--- src/sibcr_top_note_unused.sv ---
// Purpose: Spare slot, holds no logic
// Assumes: Nothing
// Notes:   All logic of the block lives in the core file

--- src/sibcr_pkg.sv ---
// Purpose: Shared constants and types for the multi-bank command tracker
// Assumes: One 10 MHz clock shared with the memory controller
// Notes:   Cycle counts round least times up to whole clocks
package sibcr_pkg;
   localparam int CLK_PERIOD_NS               = 100;
   localparam int PRECHARGE_TIME_NS           = 18;
   localparam int ACTIVATE_TO_COLUMN_DELAY_NS = 18;
   localparam int WRITE_RECOVERY_NS           = 15;
   localparam int SELF_REFRESH_EXIT_TIME_NS   = 120;

   localparam logic [2:0] PRE_CYC = 3'((PRECHARGE_TIME_NS + CLK_PERIOD_NS - 1) / CLK_PERIOD_NS);
   localparam logic [2:0] RCD_CYC =
      3'((ACTIVATE_TO_COLUMN_DELAY_NS + CLK_PERIOD_NS - 1) / CLK_PERIOD_NS);
   localparam logic [2:0] WR_CYC  = 3'((WRITE_RECOVERY_NS + CLK_PERIOD_NS - 1) / CLK_PERIOD_NS);
   localparam logic [2:0] XSR_CYC =
      3'((SELF_REFRESH_EXIT_TIME_NS + CLK_PERIOD_NS - 1) / CLK_PERIOD_NS);

   localparam int         CAS_LATENCY = 2;
   localparam logic [2:0] BURST_LEN   = 3'h4;
   localparam int         NUM_BANKS   = 4;
   localparam int         BANK_W      = 2;
   localparam int         COL_W       = 4;
   localparam int         ADDR_W      = 12;
   localparam int         AP_BIT      = 10;
   localparam int         DATA_W      = 32;
   localparam int         MASK_W      = 4;
   localparam int         FIFO_DEPTH  = 8;
   localparam int         MEM_AW      = BANK_W + COL_W;

   typedef enum logic [3:0] {
      CMD_INHIBIT,
      CMD_NOP,
      CMD_ACTIVE,
      CMD_READ,
      CMD_WRITE,
      CMD_PRECHARGE,
      CMD_BURST_STOP,
      CMD_REFRESH,
      CMD_LOAD_MODE
   } sibcr_cmd_type;

   typedef enum logic [3:0] {
      BANK_IDLE,
      BANK_ACTIVATING,
      BANK_ACTIVE,
      BANK_READ,
      BANK_WRITE,
      BANK_READ_AP,
      BANK_WRITE_AP,
      BANK_AP_RECOVER,
      BANK_AP_PRECHARGE,
      BANK_PRECHARGING
   } sibcr_bank_state_type;
endpackage

--- src/sibcr_core.sv ---
// Purpose: Device-side bank state tracking and burst data path across banks
// Assumes: Controller shares clock_i; row address is not stored (column array only)
// Notes:   Write data is buffered; a read right after a write may see older data
// How it works
// [RULE1] Commands act only with clock enable high now and before, after refresh exit.
// [RULE2] Chip select low plus row, column and write strobes decode the command.
// [RULE3] Commands to another bank are accepted while one bank is in auto precharge.
// [RULE4] Controller keeps each command legal for the target bank's own state.
// [RULE5] Refresh, self refresh and mode load only issued with all banks idle.
// [RULE6] Burst stop always hits the bank whose burst is running.
// [RULE7] Interrupted auto precharge burst starts its own precharge.
// [RULE8] Precharge to another bank leaves the running burst untouched.
// [RULE9] Interrupting read data takes over one CAS latency after its command.
// [RULE10] Write cuts a read at once; controller masks data two clocks before.
// [RULE11] Read cuts a write; last write datum is the clock before the read.
// [RULE12] Write cuts a write; last datum is the one before the new write.
// [RULE13] Interrupted read with auto precharge precharges from the interrupting command.
// [RULE14] Auto precharge banks go idle once precharge time follows internal precharge.
// [RULE15] Idle after precharge time; active after activate delay with no burst.
// [RULE16] Controller never drives unlisted states or command sequences.
// [RULE17] Chip select high is ignored; all strobes high is no operation.
// [RULE18] Interrupted write with auto precharge waits write recovery before precharging.
`timescale 1ns/1ns

module sibcr_fifo #(
   parameter int WIDTH = 8,
   parameter int DEPTH = 8
) (
   input  wire logic             clock_i,
   input  wire logic             srst_i,
   input  wire logic             in_valid_i,
   output logic                  in_ready_o,
   input  wire logic [WIDTH-1:0] in_data_i,
   output logic                  out_valid_o,
   input  wire logic             out_ready_i,
   output logic [WIDTH-1:0]      out_data_o
);
   localparam int PW = $clog2(DEPTH);
   logic [WIDTH-1:0] store_reg [DEPTH];
   logic [PW-1:0]    wp_reg;
   logic [PW-1:0]    rp_reg;
   logic [PW:0]      count_reg;
   wire              push = in_valid_i && in_ready_o;
   wire              pop  = out_valid_o && out_ready_i;

   assign in_ready_o  = count_reg != (PW+1)'(DEPTH);
   assign out_valid_o = count_reg != '0;
   assign out_data_o  = store_reg[rp_reg];

   always_ff @(posedge clock_i) begin
      if (push) begin
         store_reg[wp_reg] <= in_data_i;
      end
   end

   always_ff @(posedge clock_i) begin
      if (srst_i) begin
         wp_reg    <= '0;
         rp_reg    <= '0;
         count_reg <= '0;
      end else begin
         if (push) begin
            wp_reg <= (wp_reg == PW'(DEPTH - 1)) ? '0 : wp_reg + 1'b1;
         end
         if (pop) begin
            rp_reg <= (rp_reg == PW'(DEPTH - 1)) ? '0 : rp_reg + 1'b1;
         end
         count_reg <= count_reg + (PW+1)'(push) - (PW+1)'(pop);
      end
   end
endmodule // sibcr_fifo

module sibcr_core (
   input  wire logic                           clock_i,
   input  wire logic                           srst_i,
   input  wire logic                           cke_i,
   input  wire logic                           cs_n_i,
   input  wire logic                           ras_n_i,
   input  wire logic                           cas_n_i,
   input  wire logic                           we_n_i,
   input  wire logic [sibcr_pkg::BANK_W-1:0]   ba_i,
   input  wire logic [sibcr_pkg::ADDR_W-1:0]   addr_i,
   input  wire logic [sibcr_pkg::MASK_W-1:0]   dqm_i,
   input  wire logic [sibcr_pkg::DATA_W-1:0]   dq_i,
   output logic      [sibcr_pkg::DATA_W-1:0]   dq_o,
   output logic                                dq_oe_o,
   output logic      [sibcr_pkg::NUM_BANKS-1:0] bank_idle_o,
   output logic                                wr_ready_o
);
   import sibcr_pkg::*;

   localparam int FW = MEM_AW + MASK_W + DATA_W;

   logic                 cke_prev_reg;
   logic                 self_ref_reg;
   logic [2:0]           xsr_reg;
   logic                 burst_active_reg;
   logic                 burst_write_reg;
   logic [BANK_W-1:0]    burst_bank_reg;
   logic [COL_W-1:0]     burst_col_reg;
   logic [2:0]           burst_left_reg;
   logic [MEM_AW-1:0]    pipe_addr_reg [CAS_LATENCY-1];
   logic                 pipe_vld_reg  [CAS_LATENCY-1];
   logic [DATA_W-1:0]    mem_reg [2**MEM_AW];
   logic [NUM_BANKS-1:0] col_ok;
   logic [NUM_BANKS-1:0] ap_busy;
   logic [NUM_BANKS-1:0] idle_vec;
   logic                 fifo_in_ready;
   logic                 fifo_out_valid;
   logic [FW-1:0]        fifo_out_data;

   // [RULE1] clock enable and exit gating
   wire cmd_en = cke_prev_reg && cke_i && !self_ref_reg && (xsr_reg == 3'h0);

   // [RULE2] strobe decode
   // [RULE17] inhibit and no operation
   wire [2:0] strobes = {ras_n_i, cas_n_i, we_n_i};
   sibcr_cmd_type raw_cmd;
   assign raw_cmd = cs_n_i             ? CMD_INHIBIT    :
                    (strobes == 3'h7) ? CMD_NOP        :
                    (strobes == 3'h3) ? CMD_ACTIVE     :
                    (strobes == 3'h5) ? CMD_READ       :
                    (strobes == 3'h4) ? CMD_WRITE      :
                    (strobes == 3'h2) ? CMD_PRECHARGE  :
                    (strobes == 3'h6) ? CMD_BURST_STOP :
                    (strobes == 3'h1) ? CMD_REFRESH    :
                    (strobes == 3'h0) ? CMD_LOAD_MODE  : CMD_NOP;
   sibcr_cmd_type cmd;
   assign cmd = cmd_en ? raw_cmd : CMD_NOP;

   wire              ap_flag  = addr_i[AP_BIT];
   wire [COL_W-1:0]  cmd_col  = addr_i[COL_W-1:0];
   wire              is_act   = cmd == CMD_ACTIVE;
   wire              is_pre   = cmd == CMD_PRECHARGE;
   wire              is_bst   = (cmd == CMD_BURST_STOP) && burst_active_reg;
   wire              all_idle = &idle_vec;

   // [RULE3] other bank busy does not block
   // [RULE4] target bank state decides
   wire new_burst = ((cmd == CMD_READ) || (cmd == CMD_WRITE)) && col_ok[ba_i];
   wire new_write = new_burst && (cmd == CMD_WRITE);
   wire other_bank = ba_i != burst_bank_reg;

   // [RULE8] precharge elsewhere keeps burst
   wire pre_kill = is_pre && burst_active_reg && (ap_flag || !other_bank)
                   && !ap_busy[burst_bank_reg];

   // [RULE6] stop hits the running burst
   // [RULE7] interruption ends old bank burst
   wire burst_end = burst_active_reg &&
                    ((new_burst && other_bank) || is_bst ||
                     (!new_burst && (burst_left_reg == 3'h1)));

   // [RULE9] newest burst owns the issue slot
   wire              issue_vld   = new_burst || (burst_active_reg && !is_bst && !pre_kill);
   wire              issue_write = new_burst ? new_write : burst_write_reg;
   wire [MEM_AW-1:0] issue_addr  = new_burst ? {ba_i, cmd_col} : {burst_bank_reg, burst_col_reg};
   wire              rd_issue    = issue_vld && !issue_write;
   // [RULE11] read cycle takes no write datum
   // [RULE12] new write supplies the next datum
   wire              wr_issue    = issue_vld && issue_write;

   genvar b;
   generate
      for (b = 0; b < NUM_BANKS; b++) begin : g_bank
         sibcr_bank_state_type st_reg;
         sibcr_bank_state_type st_next;
         logic [2:0]           tmr_reg;
         logic [2:0]           tmr_next;
         wire hit       = ba_i == BANK_W'(b);
         wire tmr_done  = tmr_reg == 3'h0;
         wire pre_hit   = is_pre && (ap_flag || hit);
         wire col_hit   = new_burst && hit;
         wire end_here  = burst_end && (burst_bank_reg == BANK_W'(b));
         sibcr_bank_state_type col_state;
         assign col_state = new_write ? (ap_flag ? BANK_WRITE_AP : BANK_WRITE)
                                      : (ap_flag ? BANK_READ_AP : BANK_READ);

         assign col_ok[b]   = (st_reg == BANK_ACTIVE) || (st_reg == BANK_READ) ||
                              (st_reg == BANK_WRITE);
         assign ap_busy[b]  = (st_reg == BANK_READ_AP) || (st_reg == BANK_WRITE_AP);
         assign idle_vec[b] = st_reg == BANK_IDLE;

         always_comb begin
            st_next  = st_reg;
            tmr_next = tmr_done ? 3'h0 : tmr_reg - 3'h1;
            unique case (st_reg)
               BANK_IDLE: begin
                  if (is_act && hit) begin
                     st_next  = BANK_ACTIVATING;
                     tmr_next = RCD_CYC - 3'h1;
                  end
               end
               // [RULE15] activate delay then row active
               BANK_ACTIVATING: begin
                  if (tmr_done) begin
                     st_next = BANK_ACTIVE;
                  end
               end
               BANK_ACTIVE, BANK_READ, BANK_WRITE: begin
                  if (col_hit) begin
                     st_next = col_state;
                  end else if (pre_hit) begin
                     st_next  = BANK_PRECHARGING;
                     tmr_next = PRE_CYC - 3'h1;
                  end else if (end_here) begin
                     st_next = BANK_ACTIVE;
                  end
               end
               // [RULE13] precharge from interrupting command
               BANK_READ_AP: begin
                  if (end_here) begin
                     st_next  = BANK_AP_PRECHARGE;
                     tmr_next = PRE_CYC - 3'h1;
                  end
               end
               // [RULE18] write recovery before precharge
               BANK_WRITE_AP: begin
                  if (end_here) begin
                     st_next  = BANK_AP_RECOVER;
                     tmr_next = WR_CYC - 3'h1;
                  end
               end
               BANK_AP_RECOVER: begin
                  if (tmr_done) begin
                     st_next  = BANK_AP_PRECHARGE;
                     tmr_next = PRE_CYC - 3'h1;
                  end
               end
               // [RULE14] auto precharge ends idle
               // [RULE15] precharge time then idle
               BANK_AP_PRECHARGE, BANK_PRECHARGING: begin
                  if (tmr_done) begin
                     st_next = BANK_IDLE;
                  end
               end
            endcase
         end

         always_ff @(posedge clock_i) begin
            if (srst_i) begin
               st_reg  <= BANK_IDLE;
               tmr_reg <= 3'h0;
            end else begin
               st_reg  <= st_next;
               tmr_reg <= tmr_next;
            end
         end
      end
   endgenerate

   always_ff @(posedge clock_i) begin
      if (srst_i) begin
         cke_prev_reg <= 1'b0;
         self_ref_reg <= 1'b0;
         xsr_reg      <= 3'h0;
      end else begin
         cke_prev_reg <= cke_i;
         if (self_ref_reg && cke_i) begin
            self_ref_reg <= 1'b0;
            xsr_reg      <= XSR_CYC;
         // [RULE5] refresh entry only with all idle
         end else if (!cs_n_i && (strobes == 3'h1) && cke_prev_reg && !cke_i && all_idle) begin
            self_ref_reg <= 1'b1;
         end else if (xsr_reg != 3'h0) begin
            xsr_reg <= xsr_reg - 3'h1;
         end
      end
   end

   always_ff @(posedge clock_i) begin
      if (srst_i) begin
         burst_active_reg <= 1'b0;
         burst_write_reg  <= 1'b0;
         burst_bank_reg   <= '0;
         burst_col_reg    <= '0;
         burst_left_reg   <= 3'h0;
      end else if (new_burst) begin
         burst_active_reg <= BURST_LEN != 3'h1;
         burst_write_reg  <= new_write;
         burst_bank_reg   <= ba_i;
         burst_col_reg    <= cmd_col + COL_W'(1);
         burst_left_reg   <= BURST_LEN - 3'h1;
      end else if (burst_active_reg) begin
         burst_active_reg <= !(is_bst || pre_kill || (burst_left_reg == 3'h1));
         burst_col_reg    <= burst_col_reg + COL_W'(1);
         burst_left_reg   <= burst_left_reg - 3'h1;
      end
   end

   // Read path: CAS_LATENCY-1 address stages plus the output flop
   always_ff @(posedge clock_i) begin
      if (srst_i) begin
         for (int i = 0; i < CAS_LATENCY - 1; i++) begin
            pipe_vld_reg[i]  <= 1'b0;
            pipe_addr_reg[i] <= '0;
         end
         dq_o    <= '0;
         dq_oe_o <= 1'b0;
      end else begin
         pipe_vld_reg[0]  <= rd_issue;
         pipe_addr_reg[0] <= issue_addr;
         for (int i = 1; i < CAS_LATENCY - 1; i++) begin
            pipe_vld_reg[i]  <= pipe_vld_reg[i-1] && !new_write;
            pipe_addr_reg[i] <= pipe_addr_reg[i-1];
         end
         dq_o <= mem_reg[pipe_addr_reg[CAS_LATENCY-2]];
         // [RULE10] write cuts read data at once
         dq_oe_o <= pipe_vld_reg[CAS_LATENCY-2] && !new_write;
      end
   end

   // Reads own the array port; pending writes wait, so the buffer can fill
   wire drain = fifo_out_valid && !rd_issue;

   sibcr_fifo #(
      .WIDTH (FW),
      .DEPTH (FIFO_DEPTH)
   ) u_wfifo (
      .clock_i     (clock_i),
      .srst_i      (srst_i),
      .in_valid_i  (wr_issue),
      .in_ready_o  (fifo_in_ready),
      .in_data_i   ({issue_addr, dqm_i, dq_i}),
      .out_valid_o (fifo_out_valid),
      .out_ready_i (!rd_issue),
      .out_data_o  (fifo_out_data)
   );

   wire [MEM_AW-1:0] dr_addr = fifo_out_data[FW-1 -: MEM_AW];
   wire [MASK_W-1:0] dr_mask = fifo_out_data[DATA_W +: MASK_W];
   wire [DATA_W-1:0] dr_data = fifo_out_data[DATA_W-1:0];

   always_ff @(posedge clock_i) begin
      if (drain) begin
         for (int k = 0; k < MASK_W; k++) begin
            if (!dr_mask[k]) begin
               mem_reg[dr_addr][k*8 +: 8] <= dr_data[k*8 +: 8];
            end
         end
      end
   end

   always_ff @(posedge clock_i) begin
      if (srst_i) begin
         bank_idle_o <= '1;
         wr_ready_o  <= 1'b1;
      end else begin
         bank_idle_o <= idle_vec;
         wr_ready_o  <= fifo_in_ready;
      end
   end
endmodule // sibcr_core

--- config.mk ---
export PLATFORM = sky130hd
export DESIGN_NAME = sibcr_core
export DESIGN_NICKNAME = d
export VERILOG_FILES = /design/src/sibcr_top_note_unused.sv /design/src/sibcr_pkg.sv /design/src/sibcr_core.sv
export SDC_FILE = /design/constraint.sdc
export NUM_CORES = 2
export LEC_CHECK = 0
export BUFFER_PORTS_ARGS = -buffer_cell sky130_fd_sc_hd__buf_4
export CAP_MARGIN = 20
export CORE_MARGIN = 8
export CORE_UTILIZATION = 35
export DETAILED_ROUTE_END_ITERATION = 8
export HOLD_SLACK_MARGIN = 0.03
export SETUP_SLACK_MARGIN = 0.5
export SLEW_MARGIN = 20
export SYNTH_ARGS = -nofsm -noshare
export SYNTH_HDL_FRONTEND = slang
export SYNTH_SLANG_ARGS = --single-unit
--- constraint.sdc ---
create_clock -name clock_i -period 7.55 [get_ports clock_i]
set_input_delay 0.3775 -clock clock_i [delete_from_list [all_inputs] [get_ports clock_i]]
set_output_delay 0.3775 -clock clock_i [all_outputs]
set_load 0.01 [all_outputs]
Word level (Yosys, flattened, before mapping). Memories as Yosys holds them, arrays and structs flattened. A register that Yosys moved wholly into a read port is not among the register bits. Index checks and enable logic that the tools add are counted.

Memories kept: 4. Input port bits: 57. RAM bits: 2391. Register bits: 60.

Magnitude comparators: 2. $add $sub $neg: 12. Muxes and demuxes: 121. Bitwise gates (word level): 1. Equality and inequality tests: 88. Reduce and logical (&&, ||, !) cells: 114.

Memory list: mem_reg (depth 64, width 32, read ports 1, clocked after Yosys merged registers in 1, wr ports 1, RTL line sibcr_core.sv:104) `logic [DATA_W-1:0] mem_reg [2**MEM_AW];`; u_wfifo.store_reg (depth 8, width 42, read ports 1, clocked after Yosys merged registers in 1, wr ports 1, RTL line sibcr_core.sv:39) `logic [WIDTH-1:0] store_reg [DEPTH];`; pipe_addr_reg (depth 1, width 6, read ports 1, clocked after Yosys merged registers in 0, wr ports 1, RTL line sibcr_core.sv:102) `logic [MEM_AW-1:0] pipe_addr_reg [CAS_LATENCY-1];`; pipe_vld_reg (depth 1, width 1, read ports 1, clocked after Yosys merged registers in 0, wr ports 1, RTL line sibcr_core.sv:103) `logic pipe_vld_reg [CAS_LATENCY-1];`.

Operators by type and width (number): 2-to-1 mux 4 bit (48); one-hot mux 4 bit (7 select lines) (4); 2-to-1 mux 3 bit (30); equality test 4 x 3 -> 1 bit, second input constant (19); one-hot mux 3 bit (4 select lines) (4); != test 2 bit, second input constant (21); equality test 4 x 2 -> 1 bit, second input constant (10); logical AND 1 bit (40); equality test 4 bit, second input constant (8); AND reduction 7 bit (4); 2-to-1 mux 1 bit (25); logical OR 1 bit (23); != test 4 bit, second input constant (5); OR reduction 2 bit (10); equality test 3 bit, second input constant (6); zero test 3 bit (6); subtractor 3 x 1 -> 3 bit, second input constant (6); equality test 4 x 1 -> 1 bit, second input constant (4); zero test 4 bit (4); zero test 1 bit (12); 2-to-1 mux 2 bit (6); 2-to-1 mux 6 bit (2); OR reduction 3 bit (4); adder 4 x 1 -> 4 bit, second input constant (2); other kinds (20) (35).

Logic depth before layout (Yosys ltp).
Depth after elaboration: 23. Depth in mapped cells: 17. Mapped depth without buffers: 15.

By module. Synthesis repeated with hierarchy kept, for this count alone.

Cell total of the unflattened synthesis: 4396. Area, all modules: 96796.6 sq um.

Modules (own cells, without submodules): sibcr_core (area each 83477.6 sq um, sequential area each 63280.7 sq um, times used 1, cells an instance 3835); sibcr_fifo (area each 13319.0 sq um, sequential area each 10349.9 sq um, times used 1, cells an instance 561).

Least setup slack after synthesis. No wires, ideal clock.

Path type: reg2reg. Start: register g_bank[2].st_reg[0]. End: memory u_wfifo.store_reg[4][0] (netlist name) (enable). Required time: 7.048 ns. Data arrival time: 5.174 ns. Stages on the path, launching flop included: 9. Clock period less this slack: 5.676 ns. Path slack: 1.874 ns. Cell sequence: dfxtp_1 buf_6 or3b_1 a211o_1 nand4_2 nand3_1 a221oi_4 nand2b_1 nor3b_1.

Word-level cells in the longest chain between the ends: 13. Elaborated cells on any way between the ends: 24.

RTL lines: start, declared (RTL line sibcr_core.sv:166) `sibcr_bank_state_type st_reg;`; start signal, assigned (RTL line sibcr_core.sv:245) `st_reg <= st_next;`; equality test 4 x 3 -> 1 bit (RTL line sibcr_core.sv:181) `assign ap_busy[b] = (st_reg == BANK_READ_AP) || (st_reg == BANK_WRITE_AP);`; logical OR 1 bit (RTL line sibcr_core.sv:181); binary-select mux 1 bit (select 2 bit) (RTL line sibcr_core.sv:146) `&& !ap_busy[burst_bank_reg];`; 2-to-1 mux 1 bit (implied by the code) (RTL line sibcr_core.sv:146); zero test 1 bit (RTL line sibcr_core.sv:146); logical AND 1 bit (RTL line sibcr_core.sv:146); zero test 1 bit (RTL line sibcr_core.sv:155) `wire issue_vld = new_burst || (burst_active_reg && !is_bst && !pre_kill);`; logical AND 1 bit (RTL line sibcr_core.sv:155); logical OR 1 bit (RTL line sibcr_core.sv:155); logical AND 1 bit * (RTL line sibcr_core.sv:161) `wire wr_issue = issue_vld && issue_write;`; logical AND 1 bit * (RTL line sibcr_core.sv:43) `wire push = in_valid_i && in_ready_o;`; named net u_wfifo.push (RTL line sibcr_core.sv:43); 2-to-1 mux 1 bit * (RTL line sibcr_core.sv:51) `if (push) begin`; 2-to-1 mux 1 bit (implied by the code) * (RTL line sibcr_core.sv:52) `store_reg[wp_reg] <= in_data_i;`; end, declared (RTL line sibcr_core.sv:39).

The timed path passes the listed nets; every way through them passes the cells marked *. The select of a mux whose other input is x is not followed.

Worst setup path after layout.
Start: register xsr_reg[1]. End: memory mem_reg[15][2] (enable).

Word-level cells in the longest chain between the ends: 15. Elaborated cells on any way between the ends: 26.

RTL lines: start, declared (RTL line sibcr_core.sv:96) `logic [2:0] xsr_reg;`; start signal, assigned (RTL line sibcr_core.sv:266) `xsr_reg <= xsr_reg - 3'h1;`; zero test 3 bit * (RTL line sibcr_core.sv:113) `wire cmd_en = cke_prev_reg && cke_i && !self_ref_reg && (xsr_reg == 3'h0);`; logical AND 1 bit * (RTL line sibcr_core.sv:113); 2-to-1 mux 4 bit * (RTL line sibcr_core.sv:129) `assign cmd = cmd_en ? raw_cmd : CMD_NOP;`; equality test 4 x 3 -> 1 bit (RTL line sibcr_core.sv:134) `wire is_pre = cmd == CMD_PRECHARGE;`; logical AND 1 bit (2 in series) (RTL line sibcr_core.sv:145) `wire pre_kill = is_pre && burst_active_reg && (ap_flag || !other_bank)`; logical AND 1 bit (RTL line sibcr_core.sv:146); zero test 1 bit (RTL line sibcr_core.sv:155); logical AND 1 bit (RTL line sibcr_core.sv:155); logical OR 1 bit (RTL line sibcr_core.sv:155); logical AND 1 bit * (RTL line sibcr_core.sv:158) `wire rd_issue = issue_vld && !issue_write;`; zero test 1 bit * (RTL line sibcr_core.sv:314) `wire drain = fifo_out_valid && !rd_issue;`; logical AND 1 bit * (RTL line sibcr_core.sv:314); 2-to-1 mux 1 bit * (RTL line sibcr_core.sv:335) `if (drain) begin`; 2-to-1 mux 1 bit (implied by the code) * (RTL line sibcr_core.sv:338) `mem_reg[dr_addr][k*8 +: 8] <= dr_data[k*8 +: 8];`; end, declared (RTL line sibcr_core.sv:104).

Mark *: on every way between the ends. The rest lies on a longest branch, timed or not.

==> flow_summary.ini <==
[min_path]
hp-class = in2reg

[route]
wl_um = 237300
drc = 0
vias_per_cell = 5.226
drtPass1Iterations = 5
routedWlPerCell_um = 27.65
vias = 44850
antenna_left = 0
drt-initial-drc-count = 4339

[yosys]
yosys_register_bits = 2486
ys_seq_area_share_pct = 76.04
synth.net_count = 4486
avgSynthCellArea_sq_um = 21.94
async_reset_ff_share_pct = 0
yosys_warnings = 0
yosysUniqueCellTypes = 75
ys.flop_type = edfxtp_1
synthesis.area_sq_um = 96830
synthCells = 4413
synth_edf_count = 2384

[place]
gp_congestion = 0.8081
place_ws_ns = 2.468
dp.cells = 8028
dpl.hpwl_um = 140100
numPortBuffers = 87

[clock_network]
clk_latency_ns = 0.85
post_cts_resize_count = 0
ctsRootBufferMaster = clkbuf_16
clk_pin_slew_ns = 0.06
tritoncts = built
numCtsBuffers = 273
cts_sinks = 2486
htree_levels = 5
cts_buffer_depth = 4

[global_route]
grt_pass1_wl_um = 340500
grt_pass1_vias = 46960
grt_use_total_pct = 15.83
grt-ovfl-total = 0
grt_antenna_before_repair = 14
grt_max_degree = 114

[sta]
max-slew-margin-rel_pct = 21.98
final_hold_viol_count = 0
finalSetupTns_ns = 0
post-route-period-util_pct = 67.26
grt_setup_unrepaired = false
finalSetupViolations = 0
fin_crit_ns = 5.078
max_freq_ghz = 0.1969
tightest_slew_ns = 1.162
drv_slew = 0
layout_setup_ws_ns = 2.472
clock_skew_ns = 0.06557

[floorplan]
dieArea_sq_um = 293700
start_util_pct = 35.11
io_pins = 95
die_w_um = 542.0
core_sq_um = 275800
die_y_um = 542.0
std_cell_rows = 193

[setup_path]
crit_path_frequent_cell = nor2_1
worst-r2r-setup-slack_ns = 2.47
worstPathRequired_ns = 7.97
end_kind = register
path_buf_inv = 0
crit_fanout = 64
crit_path_cell_trace = nor2_1 > ha_1 > nand4bb_1 > nor2_1 > o21ai_0 > o31ai_1 > o31a_1 > nand3_4 > nor2_1
slowest_delay_ns = 1.03
crit_family = simple AND/OR/NAND/NOR gates
critPathLaunchType = register
cp.arrival_ns = 5.50
crit_path_top_delay_cell = nor2_1
path_class = reg2reg

[pwr]
switching_share_pct = 24.79
p_switching_mw = 8.246
vdd_ir_drop_max_v = 0.0002645
comb_power_share_pct = 10.3
power_density_nw_per_um2 = 300.4
seqPwrFrac_pct = 51.3
power_frac_clock_pct = 38.5
total_leakage_power_nw = 32.94
internal-power_mw = 25.02

[final_layout]
largest_reg_flops = 2048
final_common_cell = edfxtp_1
mostFrequentLayoutCells = edfxtp_1 (2384), mux4_2 (739), nor2_1 (311)
ff_latch_area_sq_um = 73660
nets = 4721
syn_to_final_growth_pct = 14.37
instances_no_fill = 8581
drive_above_1_share_pct = 27.42
multi_input_area_sq_um = 22020
final_util_pct = 40.16
fill_cells = 24250

[job]
cap_viol_max_count = 0

[outcome]
outcome = completed
cell usage after synthesis, drive strengths merged (9+ instances only):
cell type | number | area share (%)
and2 | 38 | 0.25
nand3 | 18 | 0.14
nor3b | 9 | 0.070
inv | 18 | 0.070
o21ai | 42 | 0.22
a21oi | 40 | 0.22
mux2 | 33 | 0.38
clkbuf | 125 | 0.48
mux2i | 28 | 0.29
mux4 | 739 | 17
nor2 | 314 | 1.2
nand3b | 10 | 0.078
o31ai | 15 | 0.14
a211oi | 46 | 0.36
dfxtp | 102 | 2.1
xnor2 | 9 | 0.081
nand2b | 15 | 0.097
nor2b | 31 | 0.20
nand2 | 137 | 0.53
edfxtp | 2384 | 74
xor2 | 9 | 0.081
nor3 | 24 | 0.12
ha | 15 | 0.19
buf | 120 | 0.72
per-stage QoR:
step / instance area [sq um] / power, mW / hold WS [ns]
global route: 110700 / 34.30 / 0.2207
CTS: 110700 / 33.59 / 0.1350
detailed placement: 101700 / 20.81 / 0.4710
floorplan: 96830 / 19.19 / 0.4290
global placement: 101700 / 20.63 / 0.4658
finish: 110700 / 33.26 / 0.2179
worst min-delay path, stage by stage:
cell     delay (ns)
buf_4          0.11
o21ai_0        0.15
o21ai_0        0.20
a31o_1         0.14
worst paths after layout:
kind,start,endpoint,cells past startpoint
hold reg to reg,g_bank[2].tmr_reg[0]$_SDFF_PP0_,g_bank[2].tmr_reg[0]$_SDFF_PP0_,1
hold / removal,addr_i[10],g_bank[1].st_reg[3]$_SDFFE_PP0P_,4
setup reg to reg,xsr_reg[1]$_SDFFE_PP0P_,mem_reg[15][2]$_DFFE_PP_,9
setup / recovery,xsr_reg[1]$_SDFFE_PP0P_,mem_reg[15][2]$_DFFE_PP_,9
what timing repair did:
action,4_1_cts,5_1_grt
setup buffers,0,0
setup endpoints to repair,0,0
hold endpoints to repair,304,0
hold buffers,49,0
metal layers:
layer	vias to the layer above	part of all wire, %	track usage, %
met4	0	3.3	5.365
li1	19000	-	-
met5	-	0	0
met3	380	6.8	3.197
met1	24100	39	20.32
met2	1367	50	26.92
kinds of logic after synthesis:
logic type      count (synthesis)  share of synthesized area, %
flops                        2486                         76.04
mux                           800                         17.86
simple gates                  635                         3.022
buf+inv                       263                         1.277
compound gates                194                         1.412
xor+xnor                       18                        0.1628
fa+ha+maj                      17                        0.2248
power groups by stage:
stage	logic [mW]	clock network, mW	registers [mW]
final	3.42	12.8	17.0
after global routing	3.67	13.6	17.1
after CTS	3.48	13.1	17.1
after detailed placement	3.46	0	17.3
after global placement	3.32	0	17.3
after floorplan	1.98	0	17.2
layout make-up:
| type | instances | area share [%] |
|---|---|---|
| Antenna cell | 22 | 0.04971 |
| Clock buffer | 344 | 6.621 |
| Clock inverter | 137 | 1.042 |
| Inverter | 18 | 0.06101 |
| Multi-Input combinational cell | 1664 | 19.88 |
| Sequential cell | 2486 | 66.51 |
| Tap cell | 3705 | 4.186 |
| Timing Repair Buffer | 205 | 1.643 |
No activity file was read; power rests on OpenSTA's default activity.
